$ cat config.mk
export PLATFORM = sky130hd
export DESIGN_NAME = vrss_sequencer
export DESIGN_NICKNAME = d
export VERILOG_FILES = /design/src/inc/vrss_pkg.sv /design/src/rtl/vrss_sync.sv /design/src/rtl/vrss_sequencer.sv
export SDC_FILE = /design/constraint.sdc
export NUM_CORES = 1
export LEC_CHECK = 0
export CAP_MARGIN = 15
export CORE_AREA = 2 2 92 94
export CTS_CLUSTER_SIZE = 12
export DETAILED_ROUTE_END_ITERATION = 10
export DIE_AREA = 0 0 94 96
export DONT_BUFFER_PORTS = 1
export MAX_ROUTING_LAYER = met4
export PLACE_DENSITY = 0.85
export SLEW_MARGIN = 10
export SYNTH_ARGS = -nofsm -noshare
export SYNTH_HDL_FRONTEND = slang
export SYNTH_HIERARCHICAL = 1
export SYNTH_SLANG_ARGS = --single-unit
$ cat constraint.sdc
create_clock -name clk_i -period 4.5 [get_ports clk_i]
set_clock_uncertainty 0.2 [all_clocks]
set_input_delay 0.675 -clock clk_i [delete_from_list [all_inputs] [get_ports clk_i]]
set_output_delay 0.675 -clock clk_i [all_outputs]
set_load 0.1 [all_outputs]
$ cat src/inc/vrss_pkg.sv
// Purpose: Shared constants, types and code decoding for the regulator soft-start sequencer.
// Assumes: 50 MHz core clock; reference levels counted in 6.25 mV steps.
// Notes: Long delays are defaults for top-level parameters so simulation can shorten them.
package vrss_pkg;

  //////////////////////////////////////////////////////////////////////////////
  // Clock and timing
  localparam int unsigned CLK_MHZ = 50;
  localparam int unsigned INIT_DELAY_NS = 1360000;
  localparam int unsigned BOOT_HOLD_NS = 85000;
  localparam int unsigned READY_DELAY_NS = 85000;
  localparam int unsigned CODE_VALID_NS = 500;
  localparam int unsigned INIT_DELAY_CYC = (INIT_DELAY_NS * CLK_MHZ + 999) / 1000;
  localparam int unsigned BOOT_HOLD_CYC = (BOOT_HOLD_NS * CLK_MHZ + 999) / 1000;
  localparam int unsigned READY_DELAY_CYC = (READY_DELAY_NS * CLK_MHZ + 999) / 1000;
  localparam int unsigned CODE_VALID_CYC = (CODE_VALID_NS * CLK_MHZ + 999) / 1000;
  localparam int TIMER_W = 20;
  localparam int STABLE_W = 6;

  //////////////////////////////////////////////////////////////////////////////
  // Reference scale: one step is 6.25 mV
  localparam int LEVEL_W = 9;
  localparam logic [8:0] BOOT_LEVEL = 9'h0b0;
  localparam logic [8:0] CODE_LEVEL_BASE = 9'h102;
  localparam logic [7:0] CODE_FIRST_VALID = 8'h02;
  localparam logic [7:0] CODE_LAST_VALID = 8'hb2;
  localparam logic [7:0] CODE_OFF_A = 8'h00;
  localparam logic [7:0] CODE_OFF_B = 8'h01;
  localparam logic [7:0] CODE_OFF_C = 8'hfe;
  localparam logic [7:0] CODE_OFF_D = 8'hff;
  localparam int OFFSET_W = 4;
  localparam int SYNC_W = 12;
  localparam int SYNC_POR = 0;
  localparam int SYNC_PWR = 1;
  localparam int SYNC_VTT = 2;
  localparam int SYNC_OSC = 3;
  localparam int SYNC_CODE = 4;

  //////////////////////////////////////////////////////////////////////////////
  // Types
  typedef struct packed {
    logic valid;
    logic off;
    logic [8:0] level;
  } vrss_code_t;

  typedef struct packed {
    logic bias_ok;
    logic pwr_en;
    logic vtt_en;
  } vrss_start_t;

  typedef enum logic [2:0] {
    VRSS_SHUTDOWN,
    VRSS_INIT_DELAY,
    VRSS_BOOT_RAMP,
    VRSS_BOOT_HOLD,
    VRSS_TARGET_RAMP,
    VRSS_READY_DELAY,
    VRSS_REGULATE,
    VRSS_OFF_LATCH
  } vrss_state_t;

  // Maps an 8-bit select code to its reference level
  function automatic vrss_code_t vrss_decode(input logic [7:0] code);
    vrss_code_t r;
    r.valid = 1'b0;
    r.off = 1'b0;
    r.level = 9'h000;
    if (code == CODE_OFF_A || code == CODE_OFF_B || code == CODE_OFF_C || code == CODE_OFF_D) begin
      r.off = 1'b1;
    end else if (code >= CODE_FIRST_VALID && code <= CODE_LAST_VALID) begin
      r.valid = 1'b1;
      r.level = CODE_LEVEL_BASE - {1'b0, code};
    end
    return r;
  endfunction : vrss_decode

endpackage : vrss_pkg

$ cat src/rtl/vrss_sync.sv
// Purpose: Two-stage synchroniser bank for inputs arriving from outside the clock domain.
// Assumes: Each bit is independent; multi-bit words are validated downstream by stability.
// Notes: The first stage is read only by the second stage.
`timescale 1ns/1ps
module vrss_sync #(
  parameter int W = 1
) (
  input wire logic clk_i,  // Core clock
  input wire logic reset_i,  // Async reset, active high
  input wire logic [W-1:0] async_i,  // Unsynchronised inputs
  output logic [W-1:0] sync_o  // Synchronised outputs
);

  logic [W-1:0] meta_q;
  logic [W-1:0] sync_q;

  //////////////////////////////////////////////////////////////////////////////
  // One two-flop chain per bit
  for (genvar i = 0; i < W; i++) begin : g_bit
    always_ff @(posedge clk_i or posedge reset_i) begin
      if (reset_i) begin
        meta_q[i] <= 1'b0;
        sync_q[i] <= 1'b0;
      end else begin
        meta_q[i] <= async_i[i];
        sync_q[i] <= meta_q[i];
      end
    end
  end

  assign sync_o = sync_q;

endmodule : vrss_sync

$ cat src/rtl/vrss_sequencer.sv
// Purpose: Startup and readiness sequencer for a multiphase core regulator controller.
// Assumes: Bias and enable comparators (with their hysteresis) are analog; their outputs arrive here as levels.
// Notes: Reference and sensed output are counted in 6.25 mV steps; offset is a static step count.
//
// What this block does
// - Phase outputs high impedance while in shutdown
// - Stay shut down until bias reset released
// - Stay shut down until power enable high
// - Termination enable also needed; all three together
// - Ramp to boot level before reading code
// - Fixed initial delay before first ramp
// - Boot hold fixed time plus code validation
// - Valid sampled code starts ramp to target
// - Off code shuts down until inputs cycle
// - Reference moves one step per oscillator period
// - Step period follows external soft-start oscillator
// - Ready asserts after fixed post-ramp delay
// - Ready low through shutdown and soft-start
// - Ready low on faults, disables, off code
// - Undervoltage below half target level (selected minus offset) pulls ready
// - Follow code changes stepwise while regulating
`timescale 1ns/1ps
module vrss_sequencer #(
  parameter int unsigned INIT_DELAY_CYC = vrss_pkg::INIT_DELAY_CYC,
  parameter int unsigned BOOT_HOLD_CYC = vrss_pkg::BOOT_HOLD_CYC,
  parameter int unsigned READY_DELAY_CYC = vrss_pkg::READY_DELAY_CYC
) (
  input wire logic clk_i,  // Core clock, 50 MHz
  input wire logic reset_i,  // Async reset, active high
  input wire logic bias_por_ok_i,  // Bias monitor above reset threshold
  input wire logic power_enable_input_i,  // Power enable comparator output
  input wire logic termination_rail_enable_i,  // Termination enable comparator output
  input wire logic soft_start_osc_i,  // Soft-start oscillator square wave
  input wire logic [7:0] voltage_select_code_i,  // Processor voltage-select code
  input wire logic [8:0] output_sense_input_i,  // Sensed output, same-domain converter result
  input wire logic overvoltage_i,  // Overvoltage detector, same domain
  input wire logic [3:0] offset_set_pin_i,  // Programmed offset in steps, static
  output logic phase_hiz_o,  // High: phase outputs held high impedance
  output logic [8:0] reference_o,  // Internal reference level
  output logic regulator_ready_output_o,  // Ready pin output value, always low
  output logic regulator_ready_oe_n_o,  // Low while ready pin is pulled low
  output logic undervoltage_o,  // Undervoltage flag
  output logic [2:0] state_o  // Sequencer state
);

  //////////////////////////////////////////////////////////////////////////////
  // Input synchronisation
  logic [vrss_pkg::SYNC_W-1:0] sync_raw;
  logic [vrss_pkg::SYNC_W-1:0] sync_val;
  vrss_pkg::vrss_start_t start_s;
  logic osc_s;
  logic [7:0] code_s;

  assign sync_raw = {voltage_select_code_i, soft_start_osc_i, termination_rail_enable_i,
                     power_enable_input_i, bias_por_ok_i};

  vrss_sync #(
    .W(vrss_pkg::SYNC_W)
  ) u_sync (
    .clk_i(clk_i),
    .reset_i(reset_i),
    .async_i(sync_raw),
    .sync_o(sync_val)
  );

  assign start_s.bias_ok = sync_val[vrss_pkg::SYNC_POR];
  assign start_s.pwr_en = sync_val[vrss_pkg::SYNC_PWR];
  assign start_s.vtt_en = sync_val[vrss_pkg::SYNC_VTT];
  assign osc_s = sync_val[vrss_pkg::SYNC_OSC];
  assign code_s = sync_val[vrss_pkg::SYNC_CODE +: 8];

  logic start_ok;
  assign start_ok = start_s.bias_ok & start_s.pwr_en & start_s.vtt_en;

  //////////////////////////////////////////////////////////////////////////////
  // Soft-start oscillator edge gives the step strobe
  logic osc_q;
  logic step_tick;

  always_ff @(posedge clk_i or posedge reset_i) begin
    if (reset_i) begin
      osc_q <= 1'b0;
    end else begin
      osc_q <= osc_s;
    end
  end

  assign step_tick = osc_s & ~osc_q;

  //////////////////////////////////////////////////////////////////////////////
  // Code validation: code must stand unchanged for the validation time
  logic [7:0] code_q;
  logic [vrss_pkg::STABLE_W-1:0] stable_q;
  logic code_stable;
  vrss_pkg::vrss_code_t dec;

  assign dec = vrss_pkg::vrss_decode(code_q);
  assign code_stable = (stable_q == vrss_pkg::STABLE_W'(vrss_pkg::CODE_VALID_CYC));

  always_ff @(posedge clk_i or posedge reset_i) begin
    if (reset_i) begin
      code_q <= 8'h00;
      stable_q <= '0;
    end else begin
      code_q <= code_s;
      if (code_s != code_q) begin
        stable_q <= '0;
      end else if (!code_stable) begin
        stable_q <= stable_q + 1'b1;
      end
    end
  end

  //////////////////////////////////////////////////////////////////////////////
  // Target level: selected level minus offset, floored at zero
  logic [8:0] target_q;
  logic [8:0] code_target;

  always_comb begin
    if (dec.level > {5'h00, offset_set_pin_i}) begin
      code_target = dec.level - {5'h00, offset_set_pin_i};
    end else begin
      code_target = 9'h000;
    end
  end

  //////////////////////////////////////////////////////////////////////////////
  // Sequencer state
  vrss_pkg::vrss_state_t state_q;
  logic [vrss_pkg::TIMER_W-1:0] timer_q;
  logic timer_done;
  logic ref_at_target;
  logic [8:0] ref_q;
  vrss_pkg::vrss_state_t state_prev_q;
  logic timer_live;

  assign ref_at_target = (ref_q == target_q);

  // First cycle of a state still holds the count of the state before it
  assign timer_live = (state_q == state_prev_q);

  always_comb begin
    timer_done = 1'b0;
    if (timer_live) begin
      case (state_q)
        vrss_pkg::VRSS_INIT_DELAY: timer_done = (timer_q >= vrss_pkg::TIMER_W'(INIT_DELAY_CYC - 1));
        vrss_pkg::VRSS_BOOT_HOLD: timer_done = (timer_q >= vrss_pkg::TIMER_W'(BOOT_HOLD_CYC - 1));
        vrss_pkg::VRSS_READY_DELAY: timer_done = (timer_q >= vrss_pkg::TIMER_W'(READY_DELAY_CYC - 1));
        default: timer_done = 1'b0;
      endcase
    end
  end

  always_ff @(posedge clk_i or posedge reset_i) begin
    if (reset_i) begin
      state_q <= vrss_pkg::VRSS_SHUTDOWN;
    end else if (!start_ok) begin
      state_q <= vrss_pkg::VRSS_SHUTDOWN;
    end else begin
      case (state_q)
        vrss_pkg::VRSS_SHUTDOWN: begin
          state_q <= vrss_pkg::VRSS_INIT_DELAY;
        end
        vrss_pkg::VRSS_INIT_DELAY: begin
          if (timer_done) begin
            state_q <= vrss_pkg::VRSS_BOOT_RAMP;
          end
        end
        vrss_pkg::VRSS_BOOT_RAMP: begin
          if (ref_at_target) begin
            state_q <= vrss_pkg::VRSS_BOOT_HOLD;
          end
        end
        vrss_pkg::VRSS_BOOT_HOLD: begin
          if (timer_done && code_stable) begin
            if (dec.off) begin
              state_q <= vrss_pkg::VRSS_OFF_LATCH;
            end else if (dec.valid) begin
              state_q <= vrss_pkg::VRSS_TARGET_RAMP;
            end
          end
        end
        vrss_pkg::VRSS_TARGET_RAMP: begin
          if (ref_at_target) begin
            state_q <= vrss_pkg::VRSS_READY_DELAY;
          end
        end
        vrss_pkg::VRSS_READY_DELAY: begin
          if (timer_done) begin
            state_q <= vrss_pkg::VRSS_REGULATE;
          end
        end
        vrss_pkg::VRSS_REGULATE: begin
          if (code_stable && dec.off) begin
            state_q <= vrss_pkg::VRSS_OFF_LATCH;
          end
        end
        vrss_pkg::VRSS_OFF_LATCH: begin
          state_q <= vrss_pkg::VRSS_OFF_LATCH;
        end
        default: begin
          state_q <= vrss_pkg::VRSS_SHUTDOWN;
        end
      endcase
    end
  end

  //////////////////////////////////////////////////////////////////////////////
  // Phase timer, restarted on every state change; counts cycles spent in the state
  always_ff @(posedge clk_i or posedge reset_i) begin
    if (reset_i) begin
      state_prev_q <= vrss_pkg::VRSS_SHUTDOWN;
      timer_q <= '0;
    end else begin
      state_prev_q <= state_q;
      if (state_q != state_prev_q) begin
        timer_q <= vrss_pkg::TIMER_W'(1);
      end else if (!timer_done) begin
        timer_q <= timer_q + 1'b1;
      end
    end
  end

  //////////////////////////////////////////////////////////////////////////////
  // Target selection
  always_ff @(posedge clk_i or posedge reset_i) begin
    if (reset_i) begin
      target_q <= 9'h000;
    end else begin
      case (state_q)
        vrss_pkg::VRSS_INIT_DELAY, vrss_pkg::VRSS_BOOT_RAMP: begin
          target_q <= vrss_pkg::BOOT_LEVEL;
        end
        vrss_pkg::VRSS_BOOT_HOLD: begin
          if (timer_done && code_stable && dec.valid) begin
            target_q <= code_target;
          end
        end
        vrss_pkg::VRSS_REGULATE: begin
          if (code_stable && dec.valid) begin
            target_q <= code_target;
          end
        end
        vrss_pkg::VRSS_TARGET_RAMP, vrss_pkg::VRSS_READY_DELAY: begin
          target_q <= target_q;
        end
        default: begin
          target_q <= 9'h000;
        end
      endcase
    end
  end

  //////////////////////////////////////////////////////////////////////////////
  // Reference stepping, one step per oscillator period
  logic ramping;
  assign ramping = (state_q == vrss_pkg::VRSS_BOOT_RAMP) || (state_q == vrss_pkg::VRSS_TARGET_RAMP)
                || (state_q == vrss_pkg::VRSS_REGULATE);

  always_ff @(posedge clk_i or posedge reset_i) begin
    if (reset_i) begin
      ref_q <= 9'h000;
    end else if (state_q == vrss_pkg::VRSS_SHUTDOWN || state_q == vrss_pkg::VRSS_OFF_LATCH
                 || state_q == vrss_pkg::VRSS_INIT_DELAY) begin
      ref_q <= 9'h000;
    end else if (ramping && step_tick && !ref_at_target) begin
      if (ref_q < target_q) begin
        ref_q <= ref_q + 1'b1;
      end else begin
        ref_q <= ref_q - 1'b1;
      end
    end
  end

  //////////////////////////////////////////////////////////////////////////////
  // Undervoltage monitor against half the target level (selected level minus offset)
  logic uv_q;
  logic live;
  assign live = (state_q == vrss_pkg::VRSS_READY_DELAY) || (state_q == vrss_pkg::VRSS_REGULATE);

  always_ff @(posedge clk_i or posedge reset_i) begin
    if (reset_i) begin
      uv_q <= 1'b0;
    end else begin
      uv_q <= live && (output_sense_input_i < {1'b0, target_q[8:1]});
    end
  end

  //////////////////////////////////////////////////////////////////////////////
  // Output registers
  logic hiz_q;
  logic ready_q;

  always_ff @(posedge clk_i or posedge reset_i) begin
    if (reset_i) begin
      hiz_q <= 1'b1;
    end else begin
      hiz_q <= (state_q == vrss_pkg::VRSS_SHUTDOWN) || (state_q == vrss_pkg::VRSS_OFF_LATCH)
            || (state_q == vrss_pkg::VRSS_INIT_DELAY) || !start_ok;
    end
  end

  always_ff @(posedge clk_i or posedge reset_i) begin
    if (reset_i) begin
      ready_q <= 1'b0;
    end else begin
      ready_q <= (state_q == vrss_pkg::VRSS_REGULATE) && start_ok
              && !(code_stable && dec.off) && !uv_q && !overvoltage_i;
    end
  end

  assign phase_hiz_o = hiz_q;
  assign reference_o = ref_q;
  assign regulator_ready_output_o = 1'b0;
  assign regulator_ready_oe_n_o = ready_q;
  assign undervoltage_o = uv_q;
  assign state_o = state_q;

endmodule : vrss_sequencer

==> impl_metrics.py, run 1 <==
metrics = {
    "status": {
        "status": "finished, final reports clean",
    },
    "logic_synthesis": {
        "yosysUniqueCellTypes": 65,
        "synth_cells": 515,
        "syn_nets": 582,
        "ys.flop_type": "dfrtp_1",
        "yosys.area.top_type_share": 0.428,
        "ys_ff_latch": 86,
        "postSynthAreaPerCell_um2": 9.65,
        "yosysSeqAreaShare": 0.434,
        "yosysTopAreaCell": "dfrtp_1",
        "ys_warn_count": 6,
        "synthMostInstantiatedCell": "dfrtp_1",
        "synth.area.top_cells": "dfrtp_1 (43%), ha_1 (9.3%), xnor2_1 (4.9%)",
        "synth-edff-count": 0,
        "syn-cell-area_mm2": 0.00497,
        "async_reset_ff_frac": 1.00,
        "ys_top_cells_by_count": "dfrtp_1 (85), nor2_1 (58), ha_1 (37)",
    },
    "timing": {
        "max_slew_margin": 0.365,
        "fin_setup_tns_ns": 0,
        "fin_crit_ns": 4.15,
        "fmax_mhz": 241,
        "hold_violations": 0,
        "slew_viol_final": 0,
        "fin_crit_sh": 0.921,
        "tightest_slew_ns": 0.952,
        "finalSetupViolCount": 0,
        "rsz0062_at_grt": "no",
    },
    "critical_path": {
        "worstReg2RegStart": "code_q[0]",
        "worst-path-stages": 16,
        "cp_top_family": "compound AO/OA/AOI/OAI gates",
        "end_kind": "register",
        "arrival_ns": 4.21,
        "required_ns": 4.56,
        "cp-startpoint": "code_q[0]",
        "criticalPathCategory": "reg2reg",
        "worst_path_max_delay_cell": "dfrtp_1",
        "crit_path_start_kind": "register",
        "max_stage_delay_ns": 0.52,
        "crit_fanout": 12,
        "path_cells": "inv_1 -> ha_1 -> o2111ai_1 -> o22ai_2 -> nor2_1 -> nand2_1 -> ha_1 -> inv_1 -> fa_1 -> a21o_1 -> a21oi_1 -> o21ai_0 -> and4b_1 -> o21ai_0 -> a21oi_1 -> mux2_2",
        "cp_num_buf_inv": 2,
        "worstRegToRegCells": 16,
    },
    "cells_and_area": {
        "area_delta_synth_final_pct": 7.71,
        "diodes": 0,
        "fin_nets": 589,
        "drive_gt1_frac": 0.0930,
    },
    "power": {
        "powerDensity_mw_per_mm2": 306,
        "swShare": 0.292,
        "p_leak_uw": 0.00238,
        "power_frac_comb": 0.129,
        "internal-power_uw": 1160,
        "seq_power_share": 0.517,
        "p_sw_uw": 477,
        "power_uw": 1640,
        "ir_drop_mv": 0.241,
        "clkPwrFrac": 0.355,
    },
    "floorplanning": {
        "die_area_mm2": 0.00902,
        "fp.coreArea_mm2": 0.00805,
        "initial_utilization": 0.617,
        "die_y_um": 96,
        "rows": 33,
        "dieWidth_um": 94,
        "io_pins": 44,
    },
    "clocking": {
        "clock-sinks": 86,
        "cts_inserted_buffers": 9,
        "clk_latency_ns": 0.36,
        "clockRootBuffer": "clkbuf_8",
        "cts_tree": "yes",
        "max-clock-path-buffers": 2,
        "path_clk_slew_ns": 0.10,
        "cts_max_level": 3,
    },
    "drt": {
        "avgRoutedWirePerCell_um": 16.4,
        "num_vias": 3793,
        "first_pass_iters": 5,
        "drt_iter0_drc": 228,
        "wirelength_um": 10400,
        "drc": 0,
        "drtAntennaViolNets": 0,
        "vias_per_cell": 6.00,
    },
    "global_routing": {
        "overflow": 0,
        "grt_max_degree": 55,
        "grt_pass1_vias": 3746,
        "grt_pass1_wl_um": 17300,
        "grt_use_total": 0.254,
        "antenna_found_initial": 0,
    },
    "hold_path": {
        "hold_class": "in2reg",
        "min-delay-start": "voltage_select_code_i[6]",
        "whs_path_depth": 0,
    },
    "run": {
        "max_cap_viol_count": 0,
    },
    "placed_design": {
        "gp_congestion": 0.889,
        "port_buffers": 0,
        "place_hpwl_um": 7520,
    },
}
==> metal layers <==
layer | share of wire | global-route usage | up-vias
met4 | 0.019 | 0.0821 | 0
li1 | - | - | 1821
met1 | 0.44 | 0.318 | 1814
met5 | 0 | - | -
met3 | 0.058 | 0.0579 | 27
met2 | 0.48 | 0.413 | 131
==> worst paths after layout <==
kind / to / slack, ns
min reg2reg: u_sync/sync_o[0] / 0.15
min in group asynchronous: u_sync/meta_q[10] / 0.14
max in group asynchronous: stable_q[4] / 2.71
min: u_sync/meta_q[10] / 0.12
max reg2reg: target_q[8] / 0.35
max: target_q[8] / 0.35
==> stage by stage <==
stage                     utilization  hold slack (ns)  area (um^2)  instances  setup WS (ns)
after floorplan                     -            0.131         4970        515          0.557
after global placement          0.636            0.135         5120        615          0.451
after detailed placement        0.636            0.135         5120        615          0.226
after CTS                       0.664            0.108         5340        632          0.218
after global routing            0.664            0.105         5350        632         0.0898
final                           0.664            0.124         5350        632          0.354
==> cells by family after synthesis <==
| group | Yosys count | synth area share |
|---|---|---|
| buf+inv | 55 | 0.0458 |
| compound gates | 95 | 0.130 |
| other cells | 1 | 0.000755 |
| simple gates | 181 | 0.183 |
| mux | 8 | 0.0179 |
| flops | 86 | 0.434 |
| fa+ha+maj | 39 | 0.101 |
| xor+xnor | 50 | 0.0882 |
==> placed cells by master, fill, tap and decap left out, types with 2 or more instances in the layout <==
| cell | n |
|---|---|
| ha_1 | 37 |
| o21a_1 | 4 |
| and3_1 | 7 |
| o2bb2ai_1 | 3 |
| nor2b_1 | 4 |
| o211ai_1 | 3 |
| nor3_1 | 17 |
| nand3_1 | 23 |
| clkinv_4 | 2 |
| o22ai_1 | 2 |
| xnor2_1 | 28 |
| o21ai_1 | 2 |
| mux2_2 | 6 |
| and4_1 | 2 |
| a211o_1 | 3 |
| nand2b_1 | 5 |
| nor3b_1 | 3 |
| o31a_1 | 4 |
| a21oi_1 | 15 |
| xor2_1 | 22 |
| nor4_1 | 7 |
| a2111oi_0 | 3 |
| o31ai_1 | 2 |
| o2111ai_1 | 3 |
| inv_6 | 2 |
| dfrtp_1 | 85 |
| clkbuf_8 | 9 |
| buf_4 | 17 |
| inv_8 | 2 |
| o21ai_0 | 27 |
| a21o_1 | 7 |
| o21bai_1 | 2 |
| nand4_1 | 9 |
| nand2_1 | 28 |
| fa_1 | 2 |
| or3_1 | 7 |
| inv_1 | 32 |
| nor2_1 | 58 |
| a211oi_1 | 4 |
==> final cells by class <==
cell class | count | area (um^2)
inverters | 33 | 124
flip-flops and latches | 86 | 2150
clock inverters | 7 | 87.6
fillers | 603 | 2700
multi-input cells | 374 | 2590
well taps | 105 | 131
repair buffers | 18 | 138
clock buffers | 9 | 124
==> registers in the layout (all words and copies together) (netlist names) <==
signal,count
timer_q,20
u_sync/meta_q,12
u_sync/sync_o,12
reference_o,9
target_q,9
code_q,8
stable_q,6
state_o,3
state_prev_q,3
osc_q,1
phase_hiz_o,1
regulator_ready_oe_n_o,1
undervoltage_o,1
==> power groups by stage <==
stage               Combinational (uW)  Clock [uW]  Sequential (uW)
floorplan                          174           0              844
detailed placement                 208           0              860
CTS                                211         596              844
global route                       240         628              852
global placement                   200           0              857
finish                             211         580              845
==> timing repair <==
action	4_1_cts	5_1_grt
buffers inserted	0	0
resized for setup	0	1
hold buffers	1	0
hold endpoints to repair	8	0
endpoints found under the setup margin	0	2
Note: power is estimated with default switching activity, not from simulation.
==> run 2: changes to the inputs <==
ABC_AREA = 1   (was unset)
CORE_AREA = 2 2 96 98   (was 2 2 92 94)
DIE_AREA = 0 0 98 100   (was 0 0 94 96)
==> run 2 against run 1 <==
Compared with the run above:
- hold slack worse by 0.0013 ns
- cell area is 8.2% higher
- power is 0.39% higher
==> impl_metrics.py, run 2 <==
metrics = {
    "cells_and_area": {
        "area_delta_synth_final_pct": 6.86,
        "drive_gt1_frac": 0.101,
        "final_common_cell": "nand2_1",
        "largest_reg_flops": 20,
        "top_register": "timer_q",
        "layout_common_cells": "nand2_1 (176), inv_1 (92), dfrtp_1 (85), nor2_1 (69), nand3_1 (40)",
        "fin_nets": 778,
        "finish.utilization": 0.651,
        "diodes": 0,
        "final_area_mm2": 0.00579,
    },
    "critical_path": {
        "arrival_ns": 3.36,
        "criticalPathCategory": "reg2reg",
        "worst_path_max_delay_cell": "fa_1",
        "end_kind": "register",
        "max_stage_delay_ns": 0.41,
        "required_ns": 4.56,
        "crit_path_start_kind": "register",
        "cp_top_family": "compound AO/OA/AOI/OAI gates",
        "cp_num_buf_inv": 3,
        "crit_fanout": 9,
        "cpMostUsedCell": "nand2_1",
        "path_cells": "buf_4 -> ha_1 -> nand2_1 -> o21ai_0 -> nand2_1 -> nand3_1 -> inv_1 -> fa_1 -> o21ai_0 -> inv_1 -> o221ai_1 -> nand2_1 -> nand2_1 -> o21ai_0",
    },
    "run": {
        "max_cap_viol_count": 0,
    },
    "timing": {
        "fin_setup_tns_ns": 0,
        "max_slew_margin": 0.327,
        "tightest_slew_ns": 1.01,
        "slew_viol_final": 0,
        "fmax_mhz": 303,
        "fin_crit_sh": 0.733,
        "rsz0062_at_grt": "no",
        "hold_violations": 0,
        "fin_crit_ns": 3.30,
        "worst_slack_ns": 1.20,
        "finalSetupViolCount": 0,
    },
    "drt": {
        "drtAntennaViolNets": 0,
        "vias_per_cell": 5.56,
        "avgRoutedWirePerCell_um": 14.1,
        "first_pass_iters": 5,
        "drt_iter0_drc": 181,
        "drc": 0,
        "wl_met1_um": 4780,
        "met2_length_um": 5910,
        "wirelength_um": 11600,
        "num_vias": 4601,
        "route.met3.wl_um": 614,
        "top_layer": "met4",
    },
    "global_routing": {
        "grt_pass1_vias": 4665,
        "grt_use_total": 0.260,
        "grt_max_degree": 50,
        "grt_pass1_wl_um": 20000,
        "antenna_found_initial": 0,
        "overflow": 0,
    },
    "placed_design": {
        "place_hpwl_um": 8790,
        "port_buffers": 0,
        "dpl_cell_area_mm2": 0.00559,
        "pre_cts_ws_ns": 1.25,
        "gp_congestion": 0.959,
    },
    "logic_synthesis": {
        "ys_ff_latch": 86,
        "yosysUniqueCellTypes": 46,
        "ys.flop_type": "dfrtp_1",
        "synth-edff-count": 0,
        "synth_xor_area_frac": 0.0339,
        "postSynthAreaPerCell_um2": 7.78,
        "yosys.area_share.simple": 0.301,
        "ys_top_cells_by_count": "nand2_1 (176), inv_1 (93), dfrtp_1 (85)",
        "synth.area.top_cells": "dfrtp_1 (39%), nand2_1 (12%), ha_1 (8.5%)",
        "yosys.area.top_type_share": 0.393,
        "async_reset_ff_frac": 1.00,
        "syn_nets": 763,
        "yosysSeqAreaShare": 0.397,
        "synthMostInstantiatedCell": "nand2_1",
        "synth-compound-area-share": 0.0917,
        "synth_top_family_by_area": "simple AND/OR/NAND/NOR gates",
        "ys_warn_count": 6,
        "syn-cell-area_mm2": 0.00542,
        "synth_fa_ha_area_frac": 0.0928,
        "synthMuxAreaShare": 0,
        "yosysTopAreaCell": "dfrtp_1",
        "synth_cells": 696,
    },
    "clocking": {
        "post_cts_buffers": 0,
        "cts_max_level": 3,
        "path_clk_slew_ns": 0.11,
        "post_cts_resized": 0,
        "holdBufCountCts": 0,
        "cts_inserted_buffers": 9,
        "max-clock-path-buffers": 2,
        "cts_tree": "yes",
        "clk_latency_ns": 0.37,
        "clock-sinks": 86,
        "clockRootBuffer": "clkbuf_8",
    },
    "floorplanning": {
        "die_y_um": 100,
        "die_area_mm2": 0.00980,
        "initial_utilization": 0.609,
        "fp.coreArea_mm2": 0.00889,
        "io_pins": 44,
        "dieWidth_um": 98,
        "rows": 35,
    },
    "power": {
        "p_leak_uw": 0.00293,
        "powerDensity_mw_per_mm2": 284,
        "ir_drop_mv": 0.252,
        "power_uw": 1640,
    },
    "status": {
        "status": "finished, final reports clean",
    },
    "hold_path": {
        "hold_class": "in2reg",
    },
}
run 2: changes by cell type in the layout (fill, tap and decap cells not counted), sizes merged, moves of 12 or more:
cell,change
a21oi,+14
inv,+69
nand2,+157
nand3,+19
nand4,+14
nor2,+20
xnor2,-17
xor2,-12
run 2: area by class of cell:
class / instances / area [um^2]
well taps: 111 / 139
inverters: 102 / 383
repair buffers: 13 / 97.6
flip-flops and latches: 86 / 2150
clock buffers: 9 / 124
fillers: 736 / 3100
multi-input cells: 499 / 2820
clock inverters: 7 / 72.6
run 2: per-stage QoR:
stage	hold WS [ns]	instances
2_1_floorplan	0.131	696
3_3_place_gp	0.132	811
3_5_place_dp	0.136	811
4_1_cts	0.102	827
5_1_grt	0.0921	827
6_report	0.123	827
run 2: report_power, final:
| part | internal, uW | switching [uW] |
|---|---|---|
| logic | 81.9 | 177 |
| clock network | 218 | 328 |
| registers | 808 | 29.3 |
run 2: worst reg2reg max path, cell delays in order (launching register included):
cell	delay, ns
dfrtp_1	0.37
buf_4	0.24
ha_1	0.34
nand2_1	0.07
o21ai_0	0.19
nand2_1	0.07
nand3_1	0.31
inv_1	0.10
fa_1	0.41
o21ai_0	0.34
inv_1	0.10
o221ai_1	0.22
nand2_1	0.10
nand2_1	0.06
o21ai_0	0.06
run 2: kinds of logic (layout without fill, tap and decap cells):
family / Yosys count / count (layout)
fa+ha+maj: 39 / 39
simple gates: 354 / 354
compound gates: 84 / 84
xor+xnor: 21 / 21
buf+inv: 111 / 131
other cells: 1 / 1
flops: 86 / 86
run 2: path summary, 6_finish.rpt:
path,cells past startpoint,slack [ns],endpoint,start
setup reg to reg,14,1.20,reference_o[8],reference_o[4]
hold / removal,0,0.12,u_sync/meta_q[0],bias_por_ok_i
setup / recovery,14,1.20,reference_o[8],reference_o[4]
hold reg to reg,0,0.16,u_sync/sync_o[0],u_sync/meta_q[0]
max in group asynchronous,2,3.10,timer_q[3],reset_i
min in group asynchronous,1,0.14,u_sync/meta_q[3],reset_i
run 2: layer usage:
layer	vias to the layer above	track usage
li1	2281	-
met1	2141	0.291
met2	144	0.458
met3	35	0.0508
met4	0	0.106
met5	-	-
==> run 3: changes to the inputs <==
CORE_AREA = 2 2 100 102   (was 2 2 96 98)
DIE_AREA = 0 0 102 104   (was 0 0 98 100)
PLACE_DENSITY = 0.82   (was 0.85)
clock period = 2.9 ns   (was 4.5 ns; I/O delays follow)
==> run 3 against run 2 <==
Compared with the run above:
- the flow now finishes with violations (negative setup slack)
- sequential power is 55% higher
- flip-flop and latch count stayed put
- largest cell class unchanged
- sequential share of layout area shrank 3.6 points
- cell area grew 12%
- utilization increased by 2.5 points
- worst setup slack worse by 1.3 ns
- die area grew 8.2%
- hold slack got worse by 0.059 ns
==> impl_metrics.py, run 3 (synthesis results as in run 2) <==
metrics = {
    "clocking": {
        "cts_inserted_buffers": 9,
        "clock-sinks": 86,
        "cts_max_level": 3,
        "path_clk_slew_ns": 0.10,
        "clk_latency_ns": 0.38,
        "max-clock-path-buffers": 2,
        "clockRootBuffer": "clkbuf_8",
        "cts_tree": "yes",
    },
    "floorplanning": {
        "dieWidth_um": 102,
        "fp.coreArea_mm2": 0.00955,
        "die_area_mm2": 0.0106,
        "die_y_um": 104,
        "io_pins": 44,
        "initial_utilization": 0.567,
        "rows": 36,
    },
    "cells_and_area": {
        "largest_reg_flops": 20,
        "layout_common_cells": "nand2_1 (167), inv_1 (85), dfrtp_1 (69), nor2_1 (63), buf_4 (42)",
        "top_register": "timer_q",
        "fill_cells": 748,
        "seq_area_mm2": 0.00217,
        "area_delta_synth_final_pct": 19.3,
        "fin_nets": 822,
        "final_common_cell": "nand2_1",
        "drive_gt1_frac": 0.216,
        "layout.cells.non_filler": 893,
        "multi_input_area_mm2": 0.00306,
        "final_area_mm2": 0.00646,
        "diodes": 0,
    },
    "drt": {
        "vias_per_cell": 5.39,
        "num_vias": 4815,
        "drtAntennaViolNets": 0,
        "wirelength_um": 12900,
        "drc": 0,
        "drt_iter0_drc": 329,
        "avgRoutedWirePerCell_um": 14.4,
        "first_pass_iters": 7,
    },
    "timing": {
        "slew_viol_final": 0,
        "fin_crit_ns": 2.95,
        "hold_violations": 0,
        "max_slew_margin": 0.371,
        "worst_slack_ns": -0.0528,
        "finalSetupViolCount": 6,
        "fmax_mhz": 339,
        "fin_crit_sh": 1.02,
        "rsz0062_at_grt": "yes",
        "tightest_slew_ns": 0.944,
    },
    "placed_design": {
        "gp_congestion": 0.902,
        "dpl_cell_area_mm2": 0.00581,
        "place_hpwl_um": 9280,
        "dpl.cell_count": 849,
        "port_buffers": 0,
    },
    "global_routing": {
        "grt-busiest-layer": "met2",
        "antenna_found_initial": 0,
        "overflow": 0,
        "grt_pass1_vias": 4655,
        "gr-usage-met2": 0.392,
        "grtUsageMet3": 0.0511,
        "gr-usage-met1": 0.322,
        "grt_pass1_wl_um": 20800,
        "grt_use_total": 0.252,
        "grt_max_degree": 32,
    },
    "critical_path": {
        "arrival_ns": 3.08,
        "path_cells": "nor2_4 -> buf_4 -> nand3_2 -> o21ai_4 -> nor2_8 -> nand2_2 -> ha_2 -> inv_2 -> fa_2 -> nand2_1 -> inv_2 -> o21ai_2 -> nand2_2 -> inv_2 -> nand2_2 -> o21ai_2 -> nand2_1 -> nor2_1 -> nand2_1 -> nand2_1",
        "criticalPathCategory": "reg2reg",
        "end_kind": "register",
        "required_ns": 3.03,
        "crit_fanout": 4,
        "worstRegToRegCells": 20,
        "cpMostUsedCell": "nand2_1",
        "crit_path_start_kind": "register",
        "worst_path_max_delay_cell": "dfrtp_2",
        "max_stage_delay_ns": 0.45,
    },
    "hold_path": {
        "hold_class": "in2reg",
        "whs_path_depth": 3,
    },
    "run": {
        "max_cap_viol_count": 0,
    },
    "power": {
        "ir_drop_mv": 0.441,
        "powerDensity_mw_per_mm2": 423,
        "p_leak_uw": 0.00313,
        "power_uw": 2730,
    },
    "status": {
        "violations": "negative setup slack",
        "status": "finished with violations",
    },
}
-- run 3: cell count changes in the layout (fill, tap and decap cells not counted), moves of 5 or more --
cell / delta
dfrtp_1: -16
nand2_2: +5
buf_4: +29
nor2_1: -6
ha_4: +5
inv_1: -7
ha_1: -11
nand2_1: -9
dfrtp_2: +16
ha_2: +6
dlygate4sd3_1: +14
-- run 3: cell type report --
class / instances / area share
Multi-Input combinational cell: 499 / 0.474
Inverter: 102 / 0.0604
Clock buffer: 10 / 0.0198
Tap cell: 133 / 0.0258
Clock inverter: 6 / 0.0116
Timing Repair Buffer: 57 / 0.0722
Sequential cell: 86 / 0.336
-- run 3: metal layers --
layer | vias to the layer above | share of wire | wire length, um
met5 | - | 0 | 0
met4 | 0 | 0.030 | 386
met3 | 41 | 0.052 | 670
met2 | 163 | 0.48 | 6210
met1 | 2249 | 0.44 | 5640
li1 | 2362 | - | -
-- run 3: report_power, final --
group	internal (uW)	total (uW)	switching (uW)
sequential	1250	1300	44.9
combinational	200	537	337
clock	414	897	483
-- run 3: path summary, 6_finish.rpt --
check                                   end               startpoint  slack, ns
max                             target_q[6]                code_q[3]      -0.05
min                          undervoltage_o  output_sense_input_i[8]       0.06
max reg2reg                     target_q[6]                code_q[3]      -0.05
min reg2reg                u_sync/sync_o[1]         u_sync/meta_q[1]       0.15
max in group asynchronous         code_q[1]                  reset_i       1.33
min in group asynchronous       target_q[1]                  reset_i       0.45
-- run 3: worst max-delay path, delay by kind of cell (launching register included) --
kind                     cells  cell delay (ns)
AND/OR/NAND/NOR             11             0.88
adder cells (fa/ha/maj)      2             0.54
AO/OA/AOI/OAI                3             0.52
flip-flops                   1             0.45
buffers and inverters        4             0.33
-- run 3: timing repair --
action | in CTS | in global routing
endpoints found under the setup margin | 7 | 13
buffers inserted | 5 | 9
resized for setup | 9 | 59
pin swaps | 10 | 31
endpoints found under the hold margin | 65 | 0
hold buffers | 14 | 0
-- run 3: through the flow --
step | hold slack [ns] | setup WS (ns) | util | setup TNS (ns)
2_1_floorplan | 0.131 | 0.00468 | - | 0
3_3_place_gp | 0.132 | 0.0409 | 0.608 | 0
3_5_place_dp | 0.135 | -0.0753 | 0.608 | -0.234
4_1_cts | 0.0606 | 0.00878 | 0.651 | 0
5_1_grt | 0.0799 | -0.232 | 0.677 | -1.64
6_report | 0.0638 | -0.0528 | 0.677 | -0.232
